`src/verilog/ipc_pkg.sv`:
```
// shared constants for the plug and play config port and register window
package ipc_pkg;
  // fixed config ports
  localparam logic [15:0] IPC_ADDR_PORT = 16'h0279;
  localparam logic [15:0] IPC_WDATA_PORT = 16'h0A79;
  // relocatable read port: address = {rd_port, 2'b11}
  localparam logic [7:0] IPC_RDP_MIN = 8'h80;
  localparam logic [1:0] IPC_RDP_LOW = 2'h3;
  localparam logic [5:0] IPC_RDP_TOP = 6'h00;
  // initiation key
  localparam logic [5:0] IPC_KEY_LEN = 6'h22;
  localparam logic [5:0] IPC_KEY_LEAD = 6'h02;
  localparam logic [7:0] IPC_KEY_SEED = 8'h6A;
  localparam logic [7:0] IPC_KEY_ZERO = 8'h00;
  // config register indices
  localparam logic [7:0] IPC_IDX_RDPORT = 8'h00;
  localparam logic [7:0] IPC_IDX_CTRL = 8'h02;
  localparam logic [7:0] IPC_IDX_WAKE = 8'h03;
  localparam logic [7:0] IPC_IDX_CSN = 8'h06;
  localparam logic [7:0] IPC_IDX_ACT = 8'h30;
  localparam logic [7:0] IPC_IDX_BASE_HI = 8'h60;
  localparam logic [7:0] IPC_IDX_BASE_LO = 8'h61;
  localparam int IPC_CTRL_RESET_BIT = 0;
  localparam int IPC_CTRL_WAITKEY_BIT = 1;
  localparam int IPC_ACT_BIT = 0;
  localparam logic [7:0] IPC_WAKE_ALL = 8'h00;
  localparam logic [7:0] IPC_CSN_VAL = 8'h01;
  localparam logic [7:0] IPC_ACT_ON = 8'h01;
  // board window, offsets from the assigned base
  localparam int IPC_SPAN_BITS = 5;
  localparam logic [4:0] IPC_WIN_OFS = 5'h00;
  localparam logic [4:0] IPC_WIN_DATA = 5'h02;
  localparam logic [7:0] IPC_WIN_REGS = 8'hB4;
  // host sequencing
  localparam logic [1:0] IPC_RD_TIMEOUT = 2'h3;
  localparam logic [4:0] IPC_STEP_LAST = 5'h11;
  localparam logic [1:0] IPC_OP_WR = 2'h0;
  localparam logic [1:0] IPC_OP_RD = 2'h1;

  typedef enum logic [1:0] {
    IPC_WAIT4KEY,
    IPC_SLEEP,
    IPC_ISOLATE,
    IPC_CONFIG
  } ipc_cfg_state_t;

  function automatic logic [7:0] ipc_lfsr_next(input logic [7:0] v);
    ipc_lfsr_next = {v[0] ^ v[1], v[7:1]};
  endfunction
endpackage
```
`src/verilog/ipc_isa_if.sv`:
```
// isa i/o cycle carrier between host and board
`timescale 1ns/1ps
interface ipc_isa_if;
  logic [15:0] sa;
  logic iow;
  logic ior;
  logic [15:0] wdata;
  logic [15:0] rdata;
  logic rvalid;
  modport dev (input sa, input iow, input ior, input wdata, output rdata, output rvalid);
  modport host (output sa, output iow, output ior, output wdata, input rdata, input rvalid);
endinterface

```
`src/verilog/ipc_device.sv`:
```
// board end: plug and play config state machine and windowed register file
// Notes on behaviour
// [RL1] address port decoded at 0x279
// [RL2] write data port decoded at 0xA79
// [RL3] read port relocatable, returns selected register
// [RL4] host picks read port with low bits 11
// [RL5] read port set by address shifted two
// [RL6] four states, power up in wait-for-key
// [RL7] only 34-write key leaves wait-for-key
// [RL8] config reset clears registers, back to wait
// [RL9] wake command moves sleep to isolation
// [RL10] command moves isolation to configuration
// [RL11] resources written only in configuration
// [RL12] full 16-bit base decode, two bytes
// [RL13] base bytes read back as written
// [RL14] activation enables base, returns to wait
// [RL15] base held only in volatile flops
// [RL16] board registers at fixed base offsets
// [RL17] window reaches 180 controller registers
// [RL18] window write: offset then data
// [RL19] window read: offset then read data
// [RL20] host initialises environment registers once
// [RL21] window offset held until rewritten
// [RL22] no board response before activation
`timescale 1ns/1ps
module ipc_device (
  input wire logic mclk_in,
  input wire logic reset_in,
  ipc_isa_if.dev bus,
  output logic active_out,
  output logic [15:0] base_addr_out,
  output ipc_pkg::ipc_cfg_state_t cfg_state_out,
  output logic win_write_out,
  output logic [7:0] win_index_out,
  output logic [15:0] win_data_out
);
  ipc_pkg::ipc_cfg_state_t state;
  logic [7:0] cfg_index;
  logic [7:0] rd_port;
  logic [7:0] base_hi;
  logic [7:0] base_lo;
  logic [7:0] csn;
  logic active;
  logic [5:0] key_cnt;
  logic [7:0] key_lfsr;
  logic [7:0] win_ofs;
  logic [15:0] win_mem [0:179];
  logic [15:0] rdata;
  logic rvalid;
  logic [7:0] key_expect;
  logic key_match;
  logic key_done;
  logic addr_wr;
  logic data_wr;
  logic cfg_wr;
  logic ctrl_reset;
  logic ctrl_wait;
  logic act_wr;
  logic rdp_hit;
  logic board_hit;
  logic [4:0] board_sel;
  logic win_wr;
  logic win_in_range;
  logic [7:0] cfg_rd_mux;
  logic [15:0] base;

  assign base = {base_hi, base_lo};
  assign addr_wr = bus.iow && (bus.sa == ipc_pkg::IPC_ADDR_PORT); // [RL1]
  // data port ignored until the key has been seen
  assign data_wr = bus.iow && (bus.sa == ipc_pkg::IPC_WDATA_PORT)
                   && (state != ipc_pkg::IPC_WAIT4KEY); // [RL2] [RL22]
  assign cfg_wr = data_wr && (state == ipc_pkg::IPC_CONFIG); // [RL11]
  assign ctrl_reset = data_wr && (cfg_index == ipc_pkg::IPC_IDX_CTRL)
                      && bus.wdata[ipc_pkg::IPC_CTRL_RESET_BIT];
  assign ctrl_wait = data_wr && (cfg_index == ipc_pkg::IPC_IDX_CTRL)
                     && bus.wdata[ipc_pkg::IPC_CTRL_WAITKEY_BIT];
  assign act_wr = cfg_wr && (cfg_index == ipc_pkg::IPC_IDX_ACT);

  // key: two zero writes reset the sequence, then 32 lfsr bytes
  assign key_expect = (key_cnt < ipc_pkg::IPC_KEY_LEAD) ? ipc_pkg::IPC_KEY_ZERO : key_lfsr;
  assign key_match = addr_wr && (state == ipc_pkg::IPC_WAIT4KEY)
                     && (bus.wdata[7:0] == key_expect);
  assign key_done = key_match && (key_cnt == ipc_pkg::IPC_KEY_LEN - 6'h01); // [RL7]

  // read port sits at {rd_port, 11}; unassigned while below the legal range
  assign rdp_hit = bus.ior && (rd_port >= ipc_pkg::IPC_RDP_MIN)
                   && ((state == ipc_pkg::IPC_ISOLATE) || (state == ipc_pkg::IPC_CONFIG))
                   && (bus.sa == {ipc_pkg::IPC_RDP_TOP, rd_port, ipc_pkg::IPC_RDP_LOW}); // [RL3] [RL5]

  // upper eleven address bits compared, low five bits select the register
  assign board_hit = active
                     && (bus.sa[15:ipc_pkg::IPC_SPAN_BITS] == base[15:ipc_pkg::IPC_SPAN_BITS]); // [RL12] [RL16] [RL22]
  assign board_sel = bus.sa[4:0];
  assign win_in_range = win_ofs < ipc_pkg::IPC_WIN_REGS; // [RL17]
  assign win_wr = bus.iow && board_hit && (board_sel == ipc_pkg::IPC_WIN_DATA) && win_in_range;

  always_comb begin
    unique case (cfg_index)
      ipc_pkg::IPC_IDX_RDPORT: cfg_rd_mux = rd_port;
      ipc_pkg::IPC_IDX_CSN: cfg_rd_mux = csn;
      ipc_pkg::IPC_IDX_ACT: cfg_rd_mux = {7'h00, active};
      ipc_pkg::IPC_IDX_BASE_HI: cfg_rd_mux = base_hi; // [RL13]
      ipc_pkg::IPC_IDX_BASE_LO: cfg_rd_mux = base_lo; // [RL13]
      default: cfg_rd_mux = 8'h00;
    endcase
  end

  // index register follows every address port write
  always_ff @(posedge mclk_in or posedge reset_in) begin
    if (reset_in) begin
      cfg_index <= 8'h00;
    end else if (addr_wr) begin
      cfg_index <= bus.wdata[7:0]; // [RL1]
    end
  end

  always_ff @(posedge mclk_in or posedge reset_in) begin
    if (reset_in) begin
      key_cnt <= 6'h00;
      key_lfsr <= ipc_pkg::IPC_KEY_SEED;
    end else if (addr_wr && (state == ipc_pkg::IPC_WAIT4KEY)) begin
      if (key_done) begin
        key_cnt <= 6'h00;
      end else if (key_match) begin
        key_cnt <= key_cnt + 6'h01; // [RL7]
        if (key_cnt >= ipc_pkg::IPC_KEY_LEAD) begin
          key_lfsr <= ipc_pkg::ipc_lfsr_next(key_lfsr);
        end
      end else begin
        // a stray zero may still open a fresh key
        key_cnt <= (bus.wdata[7:0] == ipc_pkg::IPC_KEY_ZERO) ? 6'h01 : 6'h00; // [RL7]
        key_lfsr <= ipc_pkg::IPC_KEY_SEED;
      end
    end
  end

  always_ff @(posedge mclk_in or posedge reset_in) begin
    if (reset_in) begin
      state <= ipc_pkg::IPC_WAIT4KEY; // [RL6]
    end else if (ctrl_reset || ctrl_wait) begin
      state <= ipc_pkg::IPC_WAIT4KEY; // [RL8]
    end else begin
      unique case (state)
        ipc_pkg::IPC_WAIT4KEY: begin
          if (key_done) begin
            state <= ipc_pkg::IPC_SLEEP; // [RL7]
          end
        end
        ipc_pkg::IPC_SLEEP: begin
          if (data_wr && (cfg_index == ipc_pkg::IPC_IDX_WAKE)
              && (bus.wdata[7:0] == ipc_pkg::IPC_WAKE_ALL)) begin
            state <= ipc_pkg::IPC_ISOLATE; // [RL9]
          end
        end
        ipc_pkg::IPC_ISOLATE: begin
          if (data_wr && (cfg_index == ipc_pkg::IPC_IDX_CSN)) begin
            state <= ipc_pkg::IPC_CONFIG; // [RL10]
          end
        end
        ipc_pkg::IPC_CONFIG: begin
          if (act_wr && bus.wdata[ipc_pkg::IPC_ACT_BIT]) begin
            state <= ipc_pkg::IPC_WAIT4KEY; // [RL14]
          end
        end
      endcase
    end
  end

  // plain flops, cleared by reset: nothing survives a restart
  always_ff @(posedge mclk_in or posedge reset_in) begin
    if (reset_in) begin
      rd_port <= 8'h00; // [RL15]
      base_hi <= 8'h00;
      base_lo <= 8'h00;
      csn <= 8'h00;
      active <= 1'b0;
    end else if (ctrl_reset) begin
      rd_port <= 8'h00; // [RL8]
      base_hi <= 8'h00;
      base_lo <= 8'h00;
      csn <= 8'h00;
      active <= 1'b0;
    end else begin
      if (data_wr && (state == ipc_pkg::IPC_ISOLATE)
          && (cfg_index == ipc_pkg::IPC_IDX_CSN)) begin
        csn <= bus.wdata[7:0];
      end
      if (cfg_wr && (cfg_index == ipc_pkg::IPC_IDX_RDPORT)) begin
        rd_port <= bus.wdata[7:0]; // [RL5] [RL11]
      end
      if (cfg_wr && (cfg_index == ipc_pkg::IPC_IDX_BASE_HI)) begin
        base_hi <= bus.wdata[7:0]; // [RL12]
      end
      if (cfg_wr && (cfg_index == ipc_pkg::IPC_IDX_BASE_LO)) begin
        base_lo <= bus.wdata[7:0]; // [RL12]
      end
      if (act_wr) begin
        active <= bus.wdata[ipc_pkg::IPC_ACT_BIT]; // [RL14]
      end
    end
  end

  always_ff @(posedge mclk_in or posedge reset_in) begin
    if (reset_in) begin
      win_ofs <= 8'h00;
    end else if (bus.iow && board_hit && (board_sel == ipc_pkg::IPC_WIN_OFS)) begin
      win_ofs <= bus.wdata[7:0]; // [RL18] [RL19] [RL21]
    end
  end

  // array has no reset, like the controller it stands in for
  always_ff @(posedge mclk_in) begin
    if (win_wr) begin
      win_mem[win_ofs] <= bus.wdata; // [RL18]
    end
  end

  always_ff @(posedge mclk_in or posedge reset_in) begin
    if (reset_in) begin
      win_write_out <= 1'b0;
      win_index_out <= 8'h00;
      win_data_out <= 16'h0000;
    end else begin
      win_write_out <= win_wr;
      if (win_wr) begin
        win_index_out <= win_ofs;
        win_data_out <= bus.wdata;
      end
    end
  end

  // one read answer, one cycle after the strobe; unmapped reads get none
  always_ff @(posedge mclk_in or posedge reset_in) begin
    if (reset_in) begin
      rdata <= 16'h0000;
      rvalid <= 1'b0;
    end else begin
      rvalid <= 1'b0;
      if (rdp_hit) begin
        rdata <= {8'h00, cfg_rd_mux}; // [RL3]
        rvalid <= 1'b1;
      end else if (bus.ior && board_hit && (board_sel == ipc_pkg::IPC_WIN_DATA)) begin
        rdata <= win_in_range ? win_mem[win_ofs] : 16'h0000; // [RL19]
        rvalid <= 1'b1;
      end else if (bus.ior && board_hit && (board_sel == ipc_pkg::IPC_WIN_OFS)) begin
        rdata <= {8'h00, win_ofs};
        rvalid <= 1'b1;
      end
    end
  end

  assign bus.rdata = rdata;
  assign bus.rvalid = rvalid;
  assign active_out = active;
  assign base_addr_out = base;
  assign cfg_state_out = state;
endmodule

```
`src/flat_wrapper.sv`:
```
// flat-port wrapper written by rule: the top's interface ports become plain ports
module ipc_device_flat 
  (mclk_in, reset_in, active_out, base_addr_out, cfg_state_out, win_write_out, win_index_out, win_data_out, bus_sa, bus_iow, bus_ior, bus_wdata, bus_rdata, bus_rvalid);
  ipc_isa_if bus_i ();
  input wire logic mclk_in;
  input wire logic reset_in;
  output logic active_out;
  output logic [15:0] base_addr_out;
  output ipc_pkg::ipc_cfg_state_t cfg_state_out;
  output logic win_write_out;
  output logic [7:0] win_index_out;
  output logic [15:0] win_data_out;
  input wire logic [$bits(bus_i.sa)-1:0] bus_sa;
  input wire logic [$bits(bus_i.iow)-1:0] bus_iow;
  input wire logic [$bits(bus_i.ior)-1:0] bus_ior;
  input wire logic [$bits(bus_i.wdata)-1:0] bus_wdata;
  output wire logic [$bits(bus_i.rdata)-1:0] bus_rdata;
  output wire logic [$bits(bus_i.rvalid)-1:0] bus_rvalid;
  assign bus_i.sa = bus_sa;
  assign bus_i.iow = bus_iow;
  assign bus_i.ior = bus_ior;
  assign bus_i.wdata = bus_wdata;
  assign bus_rdata = bus_i.rdata;
  assign bus_rvalid = bus_i.rvalid;
  ipc_device u_core (.mclk_in(mclk_in), .reset_in(reset_in), .bus(bus_i), .active_out(active_out), .base_addr_out(base_addr_out), .cfg_state_out(cfg_state_out), .win_write_out(win_write_out), .win_index_out(win_index_out), .win_data_out(win_data_out));
endmodule
```
`config.mk`:
```
export PLATFORM = sky130hd
export DESIGN_NAME = ipc_device_flat
export DESIGN_NICKNAME = d
export VERILOG_FILES = /design/src/verilog/ipc_pkg.sv /design/src/verilog/ipc_isa_if.sv /design/src/verilog/ipc_device.sv /design/src/flat_wrapper.sv
export SDC_FILE = /design/constraint.sdc
export NUM_CORES = 2
export LEC_CHECK = 0
export ABC_AREA = 1
export BUFFER_PORTS_ARGS = -buffer_cell sky130_fd_sc_hd__buf_2
export CAP_MARGIN = 20
export CORE_UTILIZATION = 57
export DETAILED_ROUTE_END_ITERATION = 7
export PLACE_DENSITY_LB_ADDON = 0.05
export SKIP_LAST_GASP = 1
export SYNTH_ARGS = -nofsm -noshare
export SYNTH_HDL_FRONTEND = slang
export SYNTH_SLANG_ARGS = --single-unit
```
`constraint.sdc`:
```
create_clock -name mclk_in -period 3.4 [get_ports mclk_in]
set_clock_uncertainty 0.15 [all_clocks]
set_input_delay 0.34 -clock mclk_in [delete_from_list [all_inputs] [get_ports mclk_in]]
set_output_delay 0.34 -clock mclk_in [all_outputs]
set_load 0.01 [all_outputs]
```
==> results by group <==
Logic synthesis
  – Fraction of registers with async set/reset: 0.0358
  – Post-Synthesis Cells: approximately 8000
  – Most area-consuming cells after synthesis: edfxtp_1 76%, a22oi_1 8.8%, nand2_1 6.9%
  – Cell accounting for the most synthesized area: edfxtp_1
  – Yosys warns: 0
  – Syn Std Cell Area: ~110000 sq um
  – Avg Cell Area, Syn: 14.4 sq um
  – Post-synth top area share: 0.756
  – Synth cell types: 49
  – Synth top cells by count: 2880 x edfxtp_1, 2088 x nand2_1, 1347 x a22oi_1
  – Register area share after synthesis: 0.779
  – Most common flop cell mapped by yosys: edfxtp_1
  – Post-synthesis register bit count: between 2000 and 3000
  – Top-count cell post-synth: edfxtp_1
  – Post-synth EDFFs: between 2000 and 3000
  – Synthesized Nets: ~8000

Worst hold path
  – Hold Path Origin: bus_sa[4]
  – Worst Hold Class: input pin to flip-flop

Clock tree
  – Reg clk slew, reported paths: ~0.060 ns
  – CTS tree: yes
  – Root Buffer: clkbuf_16
  – Clock latency on the worst-skew pair: between 0.9 and 1 ns
  – Clock Tree Buf Depth: 4
  – CTS HTree Levels: 5
  – Clk sinks: approximately 3000
  – Cts bufs inserted: 316

Route
  – WL met1: between 100000 and 150000 microns
  – Met3 routed wirelength: between 30000 and 40000 microns
  – DRC: 0
  – Routed len/inst: slightly above 30 microns
  – Vias/cell: between 6 and 7
  – Detail Route met2 WL: approximately 160000 microns
  – Antenna-violating nets left: 0
  – Routed WL: approximately 350000 microns
  – Highest routed layer: met5
  – Initial DRC count: around 11000
  – Drt pass-1 iters: 6
  – Vias: approximately 73000

Flow run
  – Max-Cap Viols: 0

Outcome
  – Failing checks: negative setup slack
  – Status: complete, but fails checks

Global route
  – Vias in the first global route: just over 70000
  – Antenna violations before repair: 11
  – First-pass GRT wire length: 499000 microns
  – Gr ovfl total: 0
  – GRT Util Overall: 0.341
  – Largest net degree at the start of global routing: between 150 and 200

Die
  – Initial core utilization: 0.573
  – Total I/O pin count: 97
  – Row count: ~160
  – Die Area: approximately 200000 sq um
  – Die width: roughly 450 microns
  – Chip Height: 450 microns
  – Core Region: between 150000 and 200000 sq um

Critical path
  – Critical path class: flip-flop to flip-flop
  – Worst R2R Start: u_core.win_ofs[3]
  – CP Max Fanout: 21
  – Critical Path AT: ~4.2 ns
  – Crit path launch: u_core.win_ofs[3]
  – WP data required: slightly above 4 ns
  – CP Launch Type: flip-flop
  – Critical Path End Type: flip-flop

Final layout
  – Area delta synth->final: 17.8%
  – Share of layout cells above drive strength 1: 0.141
  – Final cell count without fillers: between 10000 and 15000
  – Layout fillers: about 14000
  – Layout Nets: 8686
  – Area of all sequential standard cells: 89200 sq um
  – Final instance area: between 100000 and 150000 sq um
  – Multi-input logic area: ~23000 sq um

Power and ir drop
  – Leakage: 46.9 nW
  – Pwr Density: roughly 550 nW/um^2
  – Worst VDD drop: around 0.6 mV

STA
  – Worst Max-Slew Pin Slew: ~1.3 ns
  – Count of final hold-check violations: 0
  – Final Cycle Share: 1.02
  – Final min period: roughly 3.5 ns
  – Final Worst Setup Slack: -0.0623 ns
  – Fmax: about 290 MHz
  – Final Max Tran Viols: 0
  – Unrepaired setup endpoints after global routing: true
  – Worst slew margin: 0.154
  – Final Setup Violations: 2

Placed design
  – Placer Congestion: about 0.94
  – Area of placed instances: around 120000 sq um
  – HPWL after DPL: about 210000 microns
  – Placed insts: ~11000
  – Port bufs: 96
## placed cells by master, fill, tap and decap left out, drive strengths merged, types with 4 or more instances in the layout
cell	Yosys	layout
clkinvlp	0	6
edfxtp	2880	2880
dlygate4sd3	0	38
nor4	7	7
dfstp	4	4
a21oi	98	98
ha	7	7
inv	93	101
clkbuf	159	401
o21ai	132	132
nor3	51	51
o31ai	4	4
and3	5	5
clkinv	3	117
nand4	52	52
nor2	439	439
a21o	7	7
nand3	86	86
and2	7	7
nand2	2089	2089
or2	4	4
a21boi	38	38
bufinv	0	19
dfrtp	103	103
a31oi	7	7
xor2	14	14
a22oi	1347	1347
xnor2	4	4
o2111ai	4	4
buf	303	777
## metrics by stage
stage / hold WS (ns) / util / setup WS (ns) / setup TNS (ns) / power (W)
after global routing: 0.0905 / 0.675 / -0.0870 / -0.405 / 0.0757
after global placement: 0.308 / 0.623 / -0.251 / -0.492 / 0.0420
after floorplan: 0.289 / - / 0.0994 / 0 / 0.0412
after CTS: 0.0125 / 0.674 / 0.00273 / 0 / 0.0742
final: 0.0966 / 0.675 / -0.0623 / -0.0763 / 0.0740
after detailed placement: 0.312 / 0.623 / -0.231 / -0.455 / 0.0420
## kinds of logic (layout without fill, tap and decap cells)
kind of cell / Yosys count / count (layout) / synth area share
DFF: 2987 / 2987 / 0.779
and+or+nand+nor: 2745 / 2745 / 0.0939
AOI/OAI and AO/OA: 1651 / 1651 / 0.103
buffers and inverters: 558 / 1459 / 0.0212
xor gates and xnor gates: 18 / 18 / 0.00138
adders and majority gates: 7 / 7 / 0.000766
muxes: 1 / 1 / 0.0000875
other: 0 / 3 / 0
## sequential cells by signal, indices dropped and copies added (netlist names), 6 cells and up
signal,flops
u_core.win_ofs,8
u_core.win_mem,2880
u_core.key_cnt,6
u_core.cfg_index,8
u_core.base_hi,8
u_core.rd_port,8
u_core.base_lo,8
u_core.win_data_out,16
u_core.csn,8
u_core.bus.rdata,16
u_core.win_index_out,8
u_core.key_lfsr,8
## power by group
part           leakage, nW  internal (W)  switching (W)  total (W)
clock network         4.71        0.0189         0.0138     0.0327
registers             27.3        0.0403   0.0000000805     0.0403
logic                 14.8      0.000128       0.000824   0.000952
total                 46.9        0.0594         0.0147     0.0740
## per-layer routing
metal / up-vias / track usage
met4: 12 / 0.133
met1: 37100 / 0.479
li1: 31300 / -
met5: - / 0
met3: 688 / 0.0611
met2: 4249 / 0.535
## area by class of cell
type,count,area share
Tap cell,2656,0.0246
Clock inverter,147,0.00885
Inverter,96,0.00279
Antenna cell,3,0.0000557
Sequential cell,2987,0.661
Multi-Input combinational cell,4422,0.170
Timing Repair Buffer,820,0.0695
Clock buffer,396,0.0624
## worst paths after layout
check | to | slack [ns] | cells after the start
worst max register to register | u_core.bus.rdata[10] | -0.06 | 12
worst min register to register | u_core.key_lfsr[3] | 0.32 | 2
max in group asynchronous | u_core.key_lfsr[6] | 1.70 | 5
worst max-delay path | u_core.bus.rdata[10] | -0.06 | 12
min in group asynchronous | u_core.key_cnt[2] | 0.49 | 4
worst min-delay path | u_core.bus.rdata[7] | 0.1 | 7
## critical path, stage by stage (launching register included)
cell	delay (ns)
dfrtp_1	0.50
inv_1	0.18
nor2_4	0.48
buf_12	0.23
buf_4	0.34
a21boi_0	0.56
o31ai_1	0.15
buf_4	0.16
nand2_1	0.05
nor2_1	0.04
nor2_1	0.30
o21ai_0	0.17
nand2_1	0.09
## what timing repair did
item	in CTS	in global routing
pin swaps	1	2
setup endpoints to repair	4	2848
hold buffers	38	0
gates cloned	0	5
buffers inserted	0	7
gates resized for setup	9	29
hold endpoints to repair	1115	0
Power figures use the tool's default switching activity.
